`config.mk`:
```
export PLATFORM = sky130hd
export DESIGN_NAME = ripple_count_param_logic
export DESIGN_NICKNAME = d
export VERILOG_FILES = /design/src/ripple_pkg.sv /design/src/ripple_count_param_logic.sv
export SDC_FILE = /design/constraint.sdc
export NUM_CORES = 1
export LEC_CHECK = 0
export BUFFER_PORTS_ARGS = -buffer_cell sky130_fd_sc_hd__buf_2
export CAP_MARGIN = 0
export CORE_MARGIN = 5
export CORE_UTILIZATION = 30
export CTS_CLUSTER_SIZE = 25
export DETAILED_ROUTE_END_ITERATION = 12
export GPL_ROUTABILITY_DRIVEN = 0
export PLACE_DENSITY = 0.46
export SLEW_MARGIN = 40
export SYNTH_ARGS = -nofsm -noshare
export SYNTH_HDL_FRONTEND = slang
export SYNTH_SLANG_ARGS = --single-unit
```
`constraint.sdc`:
```
create_clock -name clk -period 6.5 [get_ports clk]
set_clock_uncertainty 0.15 [all_clocks]
set_input_delay 0.325 -clock clk [delete_from_list [all_inputs] [get_ports clk]]
set_output_delay 0.325 -clock clk [all_outputs]
set_load 0.02 [all_outputs]
```
`src/ripple_pkg.sv`:
```
// Package: constants, types and register map for the ripple count logic
package ripple_pkg;

	// ----------------------------------------------------------------
	// Timing
	// ----------------------------------------------------------------
	localparam int CLK_HZ = 40000000; // System clock rate
	localparam int PULSE_US = 50; // Ripple pulse width in microseconds
	localparam int PULSE_CYC = (PULSE_US * (CLK_HZ / 1000000)); // Cycles per pulse
	localparam int MISS_RUN = 12; // Inserted pulses in a row before mute
	localparam int PERIOD_INIT = 4000; // Starting ripple interval estimate, cycles

	// ----------------------------------------------------------------
	// Register offsets (word index on the plain port)
	// ----------------------------------------------------------------
	localparam logic [3:0] REG_CTRL = 4'h0; // Enable, clear, modes, corrector bits
	localparam logic [3:0] REG_MOTOR = 4'h1; // Conductance, back-EMF and scales
	localparam logic [3:0] REG_FILT = 4'h2; // Band-pass and low-pass settings
	localparam logic [3:0] REG_THR = 4'h3; // Threshold value and scale
	localparam logic [3:0] REG_COUNT = 4'h4; // Ripple counter, read only
	localparam logic [3:0] REG_STATUS = 4'h5; // Done flag in bit 0, other bits read zero
	localparam logic [3:0] REG_THRCNT = 4'h6; // Threshold count, read only

	// ----------------------------------------------------------------
	// Control field positions and reset values
	// ----------------------------------------------------------------
	localparam int CTRL_EN = 0; // Ripple count enable
	localparam int CTRL_CLR = 1; // Count clear, self clearing
	localparam int CTRL_REP = 2; // Report mode, two bits
	localparam int CTRL_VSNS = 4; // Voltage sense select
	localparam int CTRL_CORRECTOR_DISABLE = 5; // Corrector disable
	localparam int CTRL_EC_PD = 6; // Corrector pulse disable
	localparam int CTRL_BLANK = 8; // Extra ripple blank window, two bits
	localparam int CTRL_MISS = 10; // Missed ripple window, two bits
	localparam int CTRL_OFLT = 12; // Output filter cutoff, two bits
	localparam logic [15:0] CTRL_RST = 16'h0000; // Control after reset
	localparam logic [31:0] MOTOR_RST = 32'h0000_0000; // Motor params after reset
	localparam logic [15:0] FILT_RST = 16'h0000; // Filter params after reset
	localparam logic [9:0] THR_RST = 10'h000; // Threshold after reset

	// ----------------------------------------------------------------
	// Types
	// ----------------------------------------------------------------
	typedef struct packed {
		logic [1:0] output_filter_cutoff; // Output filter cutoff
		logic [1:0] miss_win; // Missed ripple window
		logic [1:0] blank_win; // Extra ripple blank window
		logic corrector_pulse_disable; // Corrector pulse disable
		logic ec_dis; // Corrector disable
		logic voltage_sense_sel; // Voltage sense select
		logic [1:0] rep_mode; // Report mode
		logic enable; // Ripple count enable
	} ctrl_t;

	typedef struct packed {
		logic [3:0] addr; // Register index
		logic [31:0] wdata; // Write data
		logic wr; // Write strobe
		logic rd; // Read strobe
	} bus_req_t;

	typedef enum logic [1:0] {
		REP_HOLD = 2'b00, // Hold at max, no fault
		REP_WRAP = 2'b01, // Wrap, no fault
		REP_HOLD_FLT = 2'b10, // Hold, fault over threshold
		REP_WRAP_FLT = 2'b11 // Wrap, fault pulse at max
	} rep_mode_t;

endpackage : ripple_pkg

```
`src/ripple_count_param_logic.sv`:
```
// Ripple count parameter, threshold and error corrector logic
`timescale 1ns/1ps

module ripple_count_param_logic #(
	parameter int CW = 16, // Ripple counter width
	parameter int PW = 16 // Interval estimate width
) (
	input wire logic clk,
	input wire logic resetn,
	input wire ripple_pkg::bus_req_t bus_req, // Register port request
	output logic [31:0] rdata, // Read data, cycle after read strobe
	input wire logic bp_ripple_raw, // Filtered ripple detect from front end
	input wire logic [11:0] vout_diff, // Output differential sample
	input wire logic [7:0] pwm_duty, // Bridge duty, 255 is full on
	input wire logic [11:0] vm_sample, // Supply voltage sample
	output logic [11:0] vout_est, // Motor voltage estimate, averaged or duty times supply
	output logic [15:0] bp_gain, // Decoded band-pass input gain
	output logic [15:0] bp_centre, // Band-pass centre as interval, cycles
	output logic [7:0] bp_damping, // Band-pass quality setting
	output logic [23:0] conductance_eff, // Scaled conductance product
	output logic [31:0] backemf_eff, // Scaled back-EMF product
	output logic [CW-1:0] count_lowpass, // Mechanically smoothed count
	output logic ripple_pulse_out, // Ripple pulse, active high
	output logic fault_out_n // Fault request, active low
);
	import ripple_pkg::*;

	// ----------------------------------------------------------------
	// Decode functions
	// ----------------------------------------------------------------
	// Conductance multiplier as a shift amount
	function automatic logic [3:0] cond_shift(input logic [1:0] s);
		unique case (s)
			2'b00: cond_shift = 4'h1;
			2'b01: cond_shift = 4'h6;
			2'b10: cond_shift = 4'ha;
			2'b11: cond_shift = 4'hd;
		endcase
	endfunction : cond_shift

	// Back-EMF multiplier as a shift of 24
	function automatic logic [3:0] emf_shift(input logic [1:0] s);
		unique case (s)
			2'b00: emf_shift = 4'h8;
			2'b01: emf_shift = 4'h9;
			2'b10: emf_shift = 4'hc;
			2'b11: emf_shift = 4'hd;
		endcase
	endfunction : emf_shift

	// Threshold multiplier as a shift
	function automatic logic [3:0] thr_shift(input logic [1:0] s);
		unique case (s)
			2'b00: thr_shift = 4'h1;
			2'b01: thr_shift = 4'h3;
			2'b10: thr_shift = 4'h4;
			2'b11: thr_shift = 4'h6;
		endcase
	endfunction : thr_shift

	// Fraction of the interval: code n gives (n+1)/8 of it
	function automatic logic [PW-1:0] frac(input logic [PW-1:0] p, input logic [1:0] c);
		logic [PW+1:0] t;
		t = {2'b00, p >> 3} * ({{PW{1'b0}}, c} + 1'b1);
		frac = t[PW-1:0];
	endfunction : frac

	// ----------------------------------------------------------------
	// Register storage
	// ----------------------------------------------------------------
	ctrl_t ctrl_q; // Control fields
	logic [31:0] motor_q; // [7:0] cond, [9:8] cond scale, [23:16] emf, [25:24] emf scale
	logic [15:0] filt_q; // [7:0] damping, [9:8] gain, [15:12] lowpass shift
	logic [9:0] thr_q; // [7:0] threshold, [9:8] scale
	logic [CW-1:0] thr_count_q; // Threshold ripple count
	logic done_q; // Count done flag
	logic [CW-1:0] count_q; // Ripple counter
	logic [31:0] rdata_q; // Read data register

	// Bus decode
	wire wr_ctrl = bus_req.wr && (bus_req.addr == REG_CTRL);
	wire wr_motor = bus_req.wr && (bus_req.addr == REG_MOTOR);
	wire wr_filt = bus_req.wr && (bus_req.addr == REG_FILT);
	wire wr_thr = bus_req.wr && (bus_req.addr == REG_THR);
	wire count_clear = wr_ctrl && bus_req.wdata[CTRL_CLR];

	// Register writes; clear bit itself is not stored
	always_ff @(posedge clk or negedge resetn) begin
		if (!resetn) begin
			// Same layout as a control write, so the reset word lines up
			ctrl_q <= {CTRL_RST[13:8], CTRL_RST[6:2], CTRL_RST[CTRL_EN]};
			motor_q <= MOTOR_RST;
			filt_q <= FILT_RST;
			thr_q <= THR_RST;
		end else begin
			if (wr_ctrl) begin
				ctrl_q <= {bus_req.wdata[13:8], bus_req.wdata[6:2], bus_req.wdata[CTRL_EN]};
			end
			if (wr_motor) begin
				motor_q <= bus_req.wdata;
			end
			if (wr_filt) begin
				filt_q <= bus_req.wdata[15:0];
			end
			if (wr_thr) begin
				thr_q <= bus_req.wdata[9:0];
			end
		end
	end

	// ----------------------------------------------------------------
	// Parameter products
	// ----------------------------------------------------------------
	// Host keeps the conductance byte within 255 by construction of the field
	assign conductance_eff = {16'h0000, motor_q[7:0]} << cond_shift(motor_q[9:8]);
	assign backemf_eff = ({24'h000000, motor_q[23:16]} * 32'd24) << emf_shift(motor_q[25:24]);
	assign bp_gain = 16'h0002 << filt_q[9:8];
	assign bp_damping = filt_q[7:0];

	// Threshold count; depends only on threshold fields, never on detection
	wire [CW+7:0] thr_prod = {{CW{1'b0}}, thr_q[7:0]} << thr_shift(thr_q[9:8]);
	wire [CW-1:0] thr_sat = (|thr_prod[CW+7:CW]) ? {CW{1'b1}} : thr_prod[CW-1:0];

	// ----------------------------------------------------------------
	// Ripple input synchroniser and edge detect
	// ----------------------------------------------------------------
	logic rip_s1_q, rip_s2_q, rip_s3_q; // Two-flop sync plus edge stage
	always_ff @(posedge clk or negedge resetn) begin
		if (!resetn) begin
			rip_s1_q <= 1'b0;
			rip_s2_q <= 1'b0;
			rip_s3_q <= 1'b0;
		end else begin
			rip_s1_q <= bp_ripple_raw;
			rip_s2_q <= rip_s1_q;
			rip_s3_q <= rip_s2_q;
		end
	end
	wire bp_edge = rip_s2_q && !rip_s3_q; // One event per filtered ripple

	// ----------------------------------------------------------------
	// Error corrector: interval tracking, blanking and insertion
	// ----------------------------------------------------------------
	logic [PW-1:0] period_q; // Running ripple interval estimate
	logic [PW-1:0] since_q; // Cycles since last accepted or inserted ripple
	logic [3:0] ins_run_q; // Consecutive inserted ripples
	logic muted_q; // Corrector output suppressed
	logic armed_q; // A ripple seen since enable

	wire ec_on = !ctrl_q.ec_dis;
	// No blanking before the first ripple after enable: nothing to blank from
	wire in_blank = armed_q && (since_q < frac(period_q, ctrl_q.blank_win));
	// Missed window closes at interval plus its fraction
	wire [PW:0] miss_lim = {1'b0, period_q} + {1'b0, frac(period_q, ctrl_q.miss_win)};
	wire miss_hit = ec_on && ({1'b0, since_q} >= miss_lim);
	wire bp_accept = bp_edge && !(ec_on && in_blank);
	wire inserted = miss_hit && !bp_accept;
	wire ripple_evt = ctrl_q.enable && (bp_accept || inserted) && !muted_q;
	wire [PW-1:0] period_avg = period_q - (period_q >> 3) + (since_q >> 3);

	// Track interval and the insertion run
	always_ff @(posedge clk or negedge resetn) begin
		if (!resetn) begin
			period_q <= PW'(PERIOD_INIT);
			since_q <= '0;
			ins_run_q <= 4'h0;
			muted_q <= 1'b0;
			armed_q <= 1'b0;
		end else if (!ctrl_q.enable || ctrl_q.ec_dis) begin
			since_q <= '0;
			ins_run_q <= 4'h0;
			muted_q <= 1'b0;
			armed_q <= 1'b0;
		end else begin
			since_q <= (bp_accept || inserted) ? '0 : since_q + 1'b1;
			// First accepted or inserted ripple gives a reference point
			armed_q <= armed_q || bp_accept || inserted;
			if (bp_accept) begin
				// Time from enable to the first ripple is no ripple interval
				if (armed_q) begin
					period_q <= period_avg;
				end
				ins_run_q <= 4'h0;
				muted_q <= 1'b0;
			end else if (inserted && ins_run_q != 4'(MISS_RUN)) begin
				ins_run_q <= ins_run_q + 1'b1;
			end
			// With pulse disable set, twelve inserted with no filter ripple silences output
			if (ctrl_q.corrector_pulse_disable && inserted && ins_run_q == 4'(MISS_RUN - 1)) begin
				muted_q <= 1'b1;
			end
			if (!ctrl_q.corrector_pulse_disable) begin
				muted_q <= 1'b0;
			end
		end
	end
	// Estimate width is a parameter; the port stays sixteen bits
	assign bp_centre = 16'(period_q);

	// ----------------------------------------------------------------
	// Pulse output, 50 us per counted ripple
	// ----------------------------------------------------------------
	localparam int PCW = $clog2(PULSE_CYC + 1);
	logic [PCW-1:0] pulse_cnt_q; // Remaining pulse cycles
	logic pulse_q; // Pulse output register
	// Corrector disabled: no pulses at all on the output
	wire pulse_start = ripple_evt && ec_on;
	always_ff @(posedge clk or negedge resetn) begin
		if (!resetn) begin
			pulse_cnt_q <= '0;
			pulse_q <= 1'b0;
		end else if (pulse_start) begin
			pulse_cnt_q <= PCW'(PULSE_CYC - 1);
			pulse_q <= 1'b1;
		end else if (pulse_cnt_q != '0) begin
			pulse_cnt_q <= pulse_cnt_q - 1'b1;
		end else begin
			pulse_q <= 1'b0;
		end
	end
	assign ripple_pulse_out = pulse_q;

	// ----------------------------------------------------------------
	// Ripple counter, threshold count and done flag
	// ----------------------------------------------------------------
	wire at_max = &count_q;
	wire wrap_mode = ctrl_q.rep_mode[0];
	wire over_thr = thr_count_q > thr_sat;
	wire [CW:0] thr_next = {1'b0, thr_count_q} + 1'b1; // Count after this increment
	wire thr_cross = pulse_start && !(&thr_count_q) && (thr_next > {1'b0, thr_sat});
	// Stored level is ignored in the clearing cycle, since the count is zeroed there
	wire done_set = thr_cross || (over_thr && !count_clear);

	// Counter steps with each pulse start, holding at max in hold modes; threshold plays no part
	always_ff @(posedge clk or negedge resetn) begin
		if (!resetn) begin
			count_q <= '0;
			thr_count_q <= '0;
			done_q <= 1'b0;
		end else begin
			if (count_clear) begin
				count_q <= '0;
			end else if (pulse_start && !(at_max && !wrap_mode)) begin
				count_q <= count_q + 1'b1;
			end
			if (count_clear) begin
				thr_count_q <= '0;
			end else if (pulse_start && !(&thr_count_q)) begin
				thr_count_q <= thr_count_q + 1'b1;
			end
			// A crossing ripple wins over a clear in the same cycle
			if (done_set) begin
				done_q <= 1'b1;
			end else if (count_clear) begin
				done_q <= 1'b0;
			end
		end
	end

	// ----------------------------------------------------------------
	// Fault reporting
	// ----------------------------------------------------------------
	logic [PCW-1:0] fpulse_q; // Fault pulse timer for wrap report
	logic fault_n_q; // Fault output register
	wire wrap_evt = pulse_start && at_max && wrap_mode;
	always_ff @(posedge clk or negedge resetn) begin
		if (!resetn) begin
			fpulse_q <= '0;
			fault_n_q <= 1'b1;
		end else begin
			if (wrap_evt && ctrl_q.rep_mode == REP_WRAP_FLT) begin
				fpulse_q <= PCW'(PULSE_CYC);
			end else if (fpulse_q != '0) begin
				fpulse_q <= fpulse_q - 1'b1;
			end
			unique case (rep_mode_t'(ctrl_q.rep_mode))
				REP_HOLD, REP_WRAP: fault_n_q <= 1'b1;
				REP_HOLD_FLT: fault_n_q <= !done_q;
				REP_WRAP_FLT: fault_n_q <= (fpulse_q == '0);
			endcase
		end
	end
	assign fault_out_n = fault_n_q;

	// ----------------------------------------------------------------
	// Mechanical low-pass on the counter output
	// ----------------------------------------------------------------
	logic [CW+15:0] lp_acc_q; // Fixed-point accumulator
	wire [3:0] lp_k = filt_q[15:12]; // Larger shift, slower response
	wire [CW+15:0] lp_in = {count_q, 16'h0000};
	always_ff @(posedge clk or negedge resetn) begin
		if (!resetn) begin
			lp_acc_q <= '0;
		end else if (count_clear) begin
			lp_acc_q <= '0;
		end else begin
			lp_acc_q <= lp_acc_q - (lp_acc_q >> lp_k) + (lp_in >> lp_k);
		end
	end
	assign count_lowpass = lp_acc_q[CW+15:16];

	// ----------------------------------------------------------------
	// Output voltage sensing
	// ----------------------------------------------------------------
	logic [11:0] vflt_q; // Analog path average
	logic [11:0] vest_q; // Selected estimate register
	wire [3:0] of_k = {2'b00, ctrl_q.output_filter_cutoff} + 4'h2; // Cutoff as shift
	wire [19:0] dig_prod = vm_sample * pwm_duty; // Duty times supply
	wire [13:0] vflt_ext = {2'b00, vflt_q};
	always_ff @(posedge clk or negedge resetn) begin
		if (!resetn) begin
			vflt_q <= 12'h000;
			vest_q <= 12'h000;
		end else begin
			vflt_q <= 12'(vflt_ext - (vflt_ext >> of_k) + ({2'b00, vout_diff} >> of_k));
			vest_q <= ctrl_q.voltage_sense_sel ? dig_prod[19:8] : vflt_q;
		end
	end
	assign vout_est = vest_q;

	// ----------------------------------------------------------------
	// Read port, data in the cycle after the strobe
	// ----------------------------------------------------------------
	logic [31:0] rmux; // Selected read word
	always_comb begin
		unique case (bus_req.addr)
			// Gaps at the clear bit and bit 7 read as zero
			REG_CTRL: rmux = {18'h0, ctrl_q[11:6], 1'b0, ctrl_q[5:1], 1'b0, ctrl_q[0]};
			REG_MOTOR: rmux = motor_q;
			REG_FILT: rmux = {16'h0000, filt_q};
			REG_THR: rmux = {22'h0, thr_q};
			REG_COUNT: rmux = 32'(count_q);
			REG_STATUS: rmux = {31'h0, done_q};
			REG_THRCNT: rmux = 32'(thr_count_q);
			default: rmux = 32'h0000_0000;
		endcase
	end
	always_ff @(posedge clk or negedge resetn) begin
		if (!resetn) begin
			rdata_q <= 32'h0000_0000;
		end else begin
			rdata_q <= bus_req.rd ? rmux : 32'h0000_0000;
		end
	end
	assign rdata = rdata_q;

endmodule : ripple_count_param_logic

```
# After elaboration in Yosys (flattened, before gate mapping)
# Cells that the tools add are included.
# classes
add_sub_neg	17
n_mul	4
n_lt_le_gt_ge	4
n_eq_ne	22
shift	8
mux	31
bitwise_logic	1
reduce_logical	60
# ops
operator	n
$pmux 32 s7	1
$mux 16	7
$mux 32	2
$shr 32x4->32	2
$add 16x1->16 const B	3
$pmux 4 s4	3
$shl 8x4->24	2
$mux 11	4
$add 32x32->32	1
$mul 13x3->16	2
$reduce_and 16->1	2
$shl 13x4->32	1
$sub 32x32->32	1
$logic_and 1x1->1	25
$shr 12x3->12	2
$reduce_bool 11->1	2
$sub 11x1->11 const B	2
$mul 12x8->20	1
$add 16x1->17 const B	1
$add 16x16->17	1
$ge 16x17->1	1
$gt 17x16->1	1
$add 16x13->16	1
$eq 2x2->1 const B	8
33 further kinds	71
# totals
regBits	256
in_bits	73
output_inout_bits	158
wordCells	177

# Logic depth before layout (Yosys ltp)
# Gate-level depths: netlist of the first run.
# logic_depth
ltp_word	17
mapped_depth	26
mapped_depth_nobuf	23

# Worst setup path before layout of the first run
# Ideal clock, no wire load.
# synth_timing
kind	flip-flop to flip-flop
from	reg ctrl_q[8] in the netlist's numbering
to	reg thr_count_q[14]
setup_time_ns	0.079
t_arrival_ns	6.063
t_required_ns	6.271
setup_slack_ns	0.208
path_stages_with_launch	27
n_path_buf	3
period_less_slack_ns	6.292
path_cell_list	dfrtp_1 ha_1 clkbuf_1 and2_1 fa_1 inv_1 fa_1 inv_1 ha_1 a211oi_1 o211ai_1 a41oi_2 nor2b_1 o21a_1 o21ai_0 or4b_2 o311a_1 ha_1 o21ai_0 a211oi_1 nand4_1 a21oi_1 a21oi_1 buf_2 buf_2 nor4_1 mux2i_1
# synth_between
elab_chain_cells	12
# synth_lines
item	line	text
from (decl)	ripple_count_param_logic.sv:71	ctrl_t ctrl_q;
from (signal assigned)	ripple_count_param_logic.sv:91	ctrl_q <= {CTRL_RST[13:8], CTRL_RST[6:2], CTRL_RST[CTRL_EN]};
from (signal assigned)	ripple_count_param_logic.sv:97	ctrl_q <= {bus_req.wdata[13:8], bus_req.wdata[6:2], bus_req.wdata[CTRL_EN]};
$add 2x1->3	ripple_count_param_logic.sv:64	t = {2'b00, p >> 3} * ({{PW{1'b0}}, c} + 1'b1);
$mul 13x3->16	ripple_count_param_logic.sv:64	
$add 16x16->17	ripple_count_param_logic.sv:154	wire [PW:0] miss_lim = {1'b0, period_q} + {1'b0, frac(period_q, ctrl_q.miss_win)};
$ge 16x17->1	ripple_count_param_logic.sv:155	wire miss_hit = ec_on && ({1'b0, since_q} >= miss_lim);
$logic_and 1x1->1	ripple_count_param_logic.sv:155	
$logic_and 1x1->1	ripple_count_param_logic.sv:157	wire inserted = miss_hit && !bp_accept;
$logic_or 1x1->1	ripple_count_param_logic.sv:158	wire ripple_evt = ctrl_q.enable && (bp_accept || inserted) && !muted_q;
$logic_and 1x1->1 (2 in series)	ripple_count_param_logic.sv:158	
$logic_and 1x1->1	ripple_count_param_logic.sv:207	wire pulse_start = ripple_evt && ec_on;
$logic_and 1x1->1	ripple_count_param_logic.sv:248	end else if (pulse_start && !(&thr_count_q)) begin
$reduce_bool 2->1 (no source line)	n/a	
to (signal assigned)	ripple_count_param_logic.sv:249	thr_count_q <= thr_count_q + 1'b1;
to (decl)	ripple_count_param_logic.sv:75	logic [CW-1:0] thr_count_q;
# Every way passes these cells.
# A chain may end at the register's enable or synchronous reset.

# Worst setup path after layout of the first run
# layout_timing
from	reg ctrl_q[8] in the netlist's numbering
to	reg thr_count_q[15]
# The elaborated chain is that of the path after synthesis.

==> metrics.csv, run 1 <==
metric,value,unit
sequential-to-total area share from yosys stat,25.0,%
Longest Clk Path Bufs,3,
fin crit share,94.9,%
Inst Count DP,4155,
syn_area_per_cell,8.86,sq um
slowest cell delay on critical path,0.60,ns
Crit Path Max Fanout,13,
synthesized area,25700,sq um
status,completed,
Setup crit end kind,flip-flop,
Post-synth EDFFs,0,
final setup vio count,0,
Worst Path Arrival,6.45,ns
Final WS setup,0.335,ns
"Core Util, Final",34.7,%
FF-to-FF setup slack,0.33,ns
WHS,0.0242,ns
CTS Root Cell,clkbuf_16,
"commonest non-fill, non-tap cells in the layout","inv_1, nand2_1, dfrtp_1, ha_1, buf_2",
DIE HEIGHT,303,um
slowest cell on the critical path,or4b_2,
crit-path cells,ha_4 -> and2_1 -> fa_1 -> inv_1 -> fa_1 -> inv_1 -> ha_1 -> o21ai_0 -> o211ai_1 -> a41oi_2 -> nor2b_1 -> o21a_1 -> o21ai_1 -> or4b_2 -> o311a_1 -> ha_1 -> o21ai_0 -> a211oi_1 -> nand4_1 -> a21oi_4 -> a21oi_4 -> or4_1 -> mux2i_1,
Tot Pwr,12.9,mW
DRT iter0 DRCs,1193,
Cell variety after synth,94,
Synth Register Bits,256,
DRC,0,
first-pass GRT wire length,121000,um
slew margin rel.,47.0,%
DP Area,27900,sq um
final hold vios,0,
largest net degree at the start of global routing,90,
Max rail drop VDD,0.346,mV
Inserted Diodes,0,
Worst-path clk slew,0.06,ns
Global Route met2 Usage,27.2,%
"most common cell after layout, fill and taps aside",inv_1,
grt met1 use,23.2,%
share of cells above drive strength 1,16.3,%
cell area after layout,29500,sq um
NumNets Final,3520,
vias per cell,4.89,
CTS tree,built,
P_leak,14.2,nW
hold_sp,bus_req[13],
die area,91500,sq um
worst hold path type,input port to flip-flop,
Max Fclk,0.162,GHz
WL final,76700,um
PwrDens,438,nW/um^2
Die X,303,um
Finished Layout Cells,4253,
Layout area overhead,15.1,%
WL/cell,18.0,um
post-synthesis instance total,2898,
Critical Path Source,ctrl_q[8],
gr usage total,16.6,%
antenna violations before repair,3,
drt first pass iters,8,
Bufs and invs on worst path,2,
Worst Tran Pin Value,0.794,ns
Max Slew Vio Count,0,
worst flop-to-flop path startpoint,ctrl_q[8],
CP startpoint kind,flip-flop,
Ys Warns,0,
Yosys top cell area share,24.3,%
TritonCTS Buffers,35,
Via Count,20800,
number of global-route vias before repair,20900,
IO buf count,196,
Post-Place Worst Slack,-0.0738,ns
Most used DFF post-synth,dfrtp_1,
Starting Density,30.2,%
fraction of registers with async set or reset after synthesis,100,%
HPWL Detailed,59400,um
global routing's busiest layer,met2,
M3 GR Usage,2.70,%
grt total ovfl,0,
Clock Latency Late Sink,0.55,ns
fin crit period,6.17,ns
Crit path max-delay family,adder cells,
H-tree depth,2,
final setup TNS,0,ns
core area,85000,sq um
row count,107,
Routed Antenna Nets,0,
main area contributors after synthesis,"dfrtp_1, fa_1, ha_1",
Worst Path Required,6.79,ns
critical path class,flip-flop to flip-flop,
Boundary Pins,231,
Clock Sink Count,256,
post-synth top area cell,dfrtp_1,
max cap viols,0,
## registers in the layout, indices dropped and copies added (netlist names)
name              count
armed_q               1
bp_centre            16
count_q              16
ctrl_q               12
done_q                1
fault_out_n           1
filt_q               16
fpulse_q             11
ins_run_q             4
lp_acc_q             32
motor_q              32
muted_q               1
pulse_cnt_q          11
rdata                32
rip_s1_q              1
rip_s2_q              1
rip_s3_q              1
ripple_pulse_out      1
since_q              16
thr_count_q          16
thr_q                10
vflt_q               12
vout_est             12
## synthesized netlist by cell type (28+ instances only)
cell type / instances
inv_1: 324
nand2_1: 307
dfrtp_1: 249
ha_1: 213
nor2_1: 194
fa_1: 151
a21oi_1: 125
o21ai_0: 108
and2_1: 97
clkbuf_1: 94
mux2_2: 84
mux2i_1: 79
xnor2_1: 72
nand3_1: 59
buf_4: 56
nand2b_1: 50
xor2_1: 49
a21o_1: 45
nor3_1: 45
a22oi_1: 40
a31oi_1: 33
nor2b_1: 33
nand4_1: 28
## logic make-up (layout without fill, tap and decap cells)
family | after synthesis | count (layout) | synth area share (%)
AOI/OAI and AO/OA | 526 | 527 | 13.5
xor gates and xnor gates | 121 | 121 | 4.13
adders and majority gates | 364 | 364 | 22.2
buffers and inverters | 508 | 684 | 8.32
DFF | 256 | 256 | 25.0
muxes | 190 | 190 | 9.13
other | 2 | 36 | 0.0293
and+or+nand+nor | 931 | 931 | 17.8
## worst reg2reg max path, delay by kind of cell, from the launching register on
family / cells / cell delay [ns]
adder cells (fa/ha/maj): 5 / 1.85
AO/OA/AOI/OAI: 10 / 1.80
AND/OR/NAND/NOR: 5 / 1.64
flip-flops: 1 / 0.41
multiplexers: 1 / 0.13
buffers and inverters: 2 / 0.09
## timing repair
action / CTS / global route
hold endpoints to repair: 130 / 0
gates cloned: 0 / 1
endpoints found under the setup margin: 27 / 73
gates resized for setup: 2 / 20
setup buffers: 0 / 1
hold buffers: 33 / 0
pin swaps: 0 / 5
## final cells by class
cell class / instances / area [sq um]
Clock inverter: 18 / 228
Fill cell: 8917 / 55500
Timing Repair Buffer: 292 / 1850
Clock buffer: 45 / 965
Sequential cell: 256 / 6420
Multi-Input combinational cell: 2169 / 17400
Inverter: 329 / 1230
Tap cell: 1144 / 1430
## power by group
group	switching, mW	leakage [nW]	internal (mW)
clock	0.816	0.578	1.22
combinational	4.71	10.5	3.53
sequential	0.606	3.19	2.05
## layer usage
metal,routed length [um],vias up
li1,-,10200
met1,35900,10100
met2,35400,418
met3,3910,74
met4,1500,2
met5,12,-
## final timing paths
check,end,cells past startpoint
worst max-delay path,thr_count_q[15],23
worst min-delay path,filt_q[11],2
worst max register to register,thr_count_q[15],23
worst min register to register,rip_s2_q,0
max in group asynchronous,vout_est[1],4
min in group asynchronous,pulse_cnt_q[1],2
(Power assumes the default switching activity.)
==> inputs of run 2 (changes only) <==
--- a/config.mk
+++ b/config.mk
@@ -12,7 +12,6 @@
 export CTS_CLUSTER_SIZE = 25
 export DETAILED_ROUTE_END_ITERATION = 12
 export GPL_ROUTABILITY_DRIVEN = 0
-export PLACE_DENSITY = 0.46
 export SLEW_MARGIN = 40
 export SYNTH_ARGS = -nofsm -noshare
 export SYNTH_HDL_FRONTEND = slang
==> constraint.sdc (replaced) <==
create_clock -name clk -period 7.61 [get_ports clk]
set_clock_uncertainty 0.15 [all_clocks]
set_input_delay 0.3805 -clock clk [delete_from_list [all_inputs] [get_ports clk]]
set_output_delay 0.3805 -clock clk [all_outputs]
set_load 0.02 [all_outputs]
==> metrics.csv, run 2 (same netlist as run 1, synthesis figures left out) <==
metric,value,unit
WHS Path Cells,2,
Max Slew Vio Count,0,
WL/cell,17.3,um
grt total ovfl,0,
Max rail drop VDD,0.361,mV
DRC,0,
Finished Layout Cells,4213,
Worst Tran Pin Value,0.827,ns
worst hold path type,input port to flip-flop,
Boundary Pins,231,
status,completed,
Longest Clk Path Bufs,3,
sink of the worst hold path,motor_q[11],
critical path class,flip-flop to flip-flop,
NumNets Final,3478,
Via Count,21000,
HPWL Detailed,55600,um
Worst Path Required,7.94,ns
FF-to-FF setup slack,0.71,ns
PwrDens,374,nW/um^2
fin crit period,6.90,ns
drt first pass iters,5,
first-pass GRT wire length,115000,um
Routed Antenna Nets,0,
Internal Pwr Total,5.74,mW
Seq pwr share,20.5,%
combinational power share,63.9,%
final hold vios,0,
largest net degree at the start of global routing,110,
Inst Count DP,4119,
"commonest non-fill, non-tap cells in the layout","inv_1, nand2_1, dfrtp_1, ha_1, buf_2",
sw power,5.14,mW
Clock Sink Count,256,
reg2reg end,thr_count_q[2],
Worst-path clk slew,0.06,ns
fin crit share,90.6,%
final setup TNS,0,ns
CP startpoint kind,flip-flop,
vias per cell,4.98,
hold_sp,bus_req[13],
antenna violations before repair,10,
slew margin rel.,44.6,%
switching share of power,47.2,%
Clock Latency Late Sink,0.57,ns
gr usage total,15.7,%
DIE HEIGHT,303,um
Worst Path Arrival,7.23,ns
RSZ-0062 raised after global routing,no,
Max Fclk,0.145,GHz
TritonCTS Buffers,35,
"most common cell after layout, fill and taps aside",inv_1,
clock power share,15.6,%
WL final,72800,um
row count,107,
final setup vio count,0,
Crit Path Max Fanout,24,
H-tree depth,2,
share of cells above drive strength 1,14.8,%
IO buf count,196,
Starting Density,30.2,%
die area,91500,sq um
WHS,0.0417,ns
Die X,303,um
P_leak,14.0,nW
Layout area overhead,13.3,%
filler instances,8879,
max cap viols,0,
number of global-route vias before repair,20300,
core area,85000,sq um
CTS tree,built,
Reg2Reg Depth,23,
CTS Root Cell,clkbuf_16,
DRT iter0 DRCs,1606,
Setup crit end kind,flip-flop,
worst flop-to-flop path startpoint,ctrl_q[9],
[run 2: worst max path at each step]
stage	startpoint	to	cells past startpoint
2_1_floorplan	ctrl_q[8]	thr_count_q[14]	26
3_3_place_gp	ctrl_q[9]	thr_count_q[2]	24
3_5_place_dp	ctrl_q[9]	thr_count_q[2]	24
4_1_cts	ctrl_q[9]	thr_count_q[2]	23
5_1_grt	ctrl_q[9]	thr_count_q[2]	23
6_report	ctrl_q[9]	thr_count_q[2]	23
[run 2: worst max-delay path, stage by stage, from the launching register on]
cell	delay, ns
dfrtp_1	0.42
ha_1	0.52
nand2_1	0.13
fa_1	0.52
inv_1	0.05
fa_1	0.50
ha_1	0.33
a211oi_1	0.32
o211ai_1	0.21
a41oi_2	0.27
nor2b_1	0.10
o21a_1	0.18
o21ai_0	0.27
or4b_2	0.61
o311a_1	0.16
ha_1	0.27
o21ai_0	0.07
a211oi_1	0.23
nand4_1	0.13
a21oi_2	0.27
a21oi_4	0.23
buf_4	0.22
or4_1	0.49
a21oi_1	0.16
[run 2: repair_timing]
action / 4_1_cts / 5_1_grt
setup endpoints to repair: 0 / 1
resized for setup: 0 / 1
hold endpoints to repair: 144 / 0
hold buffers: 28 / 0
buffers inserted: 0 / 0
[run 2: power groups by stage]
stage	Combinational [mW]	Sequential, mW	Clock [mW]
2_1_floorplan	5.57	2.04	0
3_3_place_gp	6.86	2.24	0
3_5_place_dp	6.93	2.25	0
4_1_cts	6.99	2.23	1.77
5_1_grt	7.88	2.29	1.82
6_report	6.95	2.23	1.70
[run 2: area by class of cell]
class | count | area [sq um] | area share (%)
inverter | 329 | 1240 | 4.25
tap | 1144 | 1430 | 4.92
antenna | 2 | 5.00 | 0.0172
clock buffer | 52 | 1030 | 3.54
clock inverter | 11 | 149 | 0.512
sequential | 256 | 6420 | 22.1
multi-input combinational | 2168 | 17300 | 59.5
timing repair buffer | 251 | 1510 | 5.18
[run 2: routing by layer]
metal | vias to the layer above | wire, um | GRT usage, %
li1 | 10100 | - | -
met1 | 10200 | 33700 | 22.3
met2 | 575 | 33100 | 25.2
met3 | 86 | 4650 | 2.63
met4 | 6 | 1310 | 3.29
met5 | - | 31 | 0
[run 2: stage by stage]
| stage | worst slack [ns] | power (mW) | util [%] | area, sq um |
|---|---|---|---|---|
| 2_1_floorplan | 1.32 | 7.61 | - | 25800 |
| 3_3_place_gp | 0.591 | 9.10 | 32.4 | 27600 |
| 3_5_place_dp | 0.607 | 9.18 | 32.4 | 27600 |
| 4_1_cts | 0.593 | 11.0 | 34.2 | 29000 |
| 5_1_grt | 0.188 | 12.0 | 34.2 | 29100 |
| 6_report | 0.714 | 10.9 | 34.2 | 29100 |
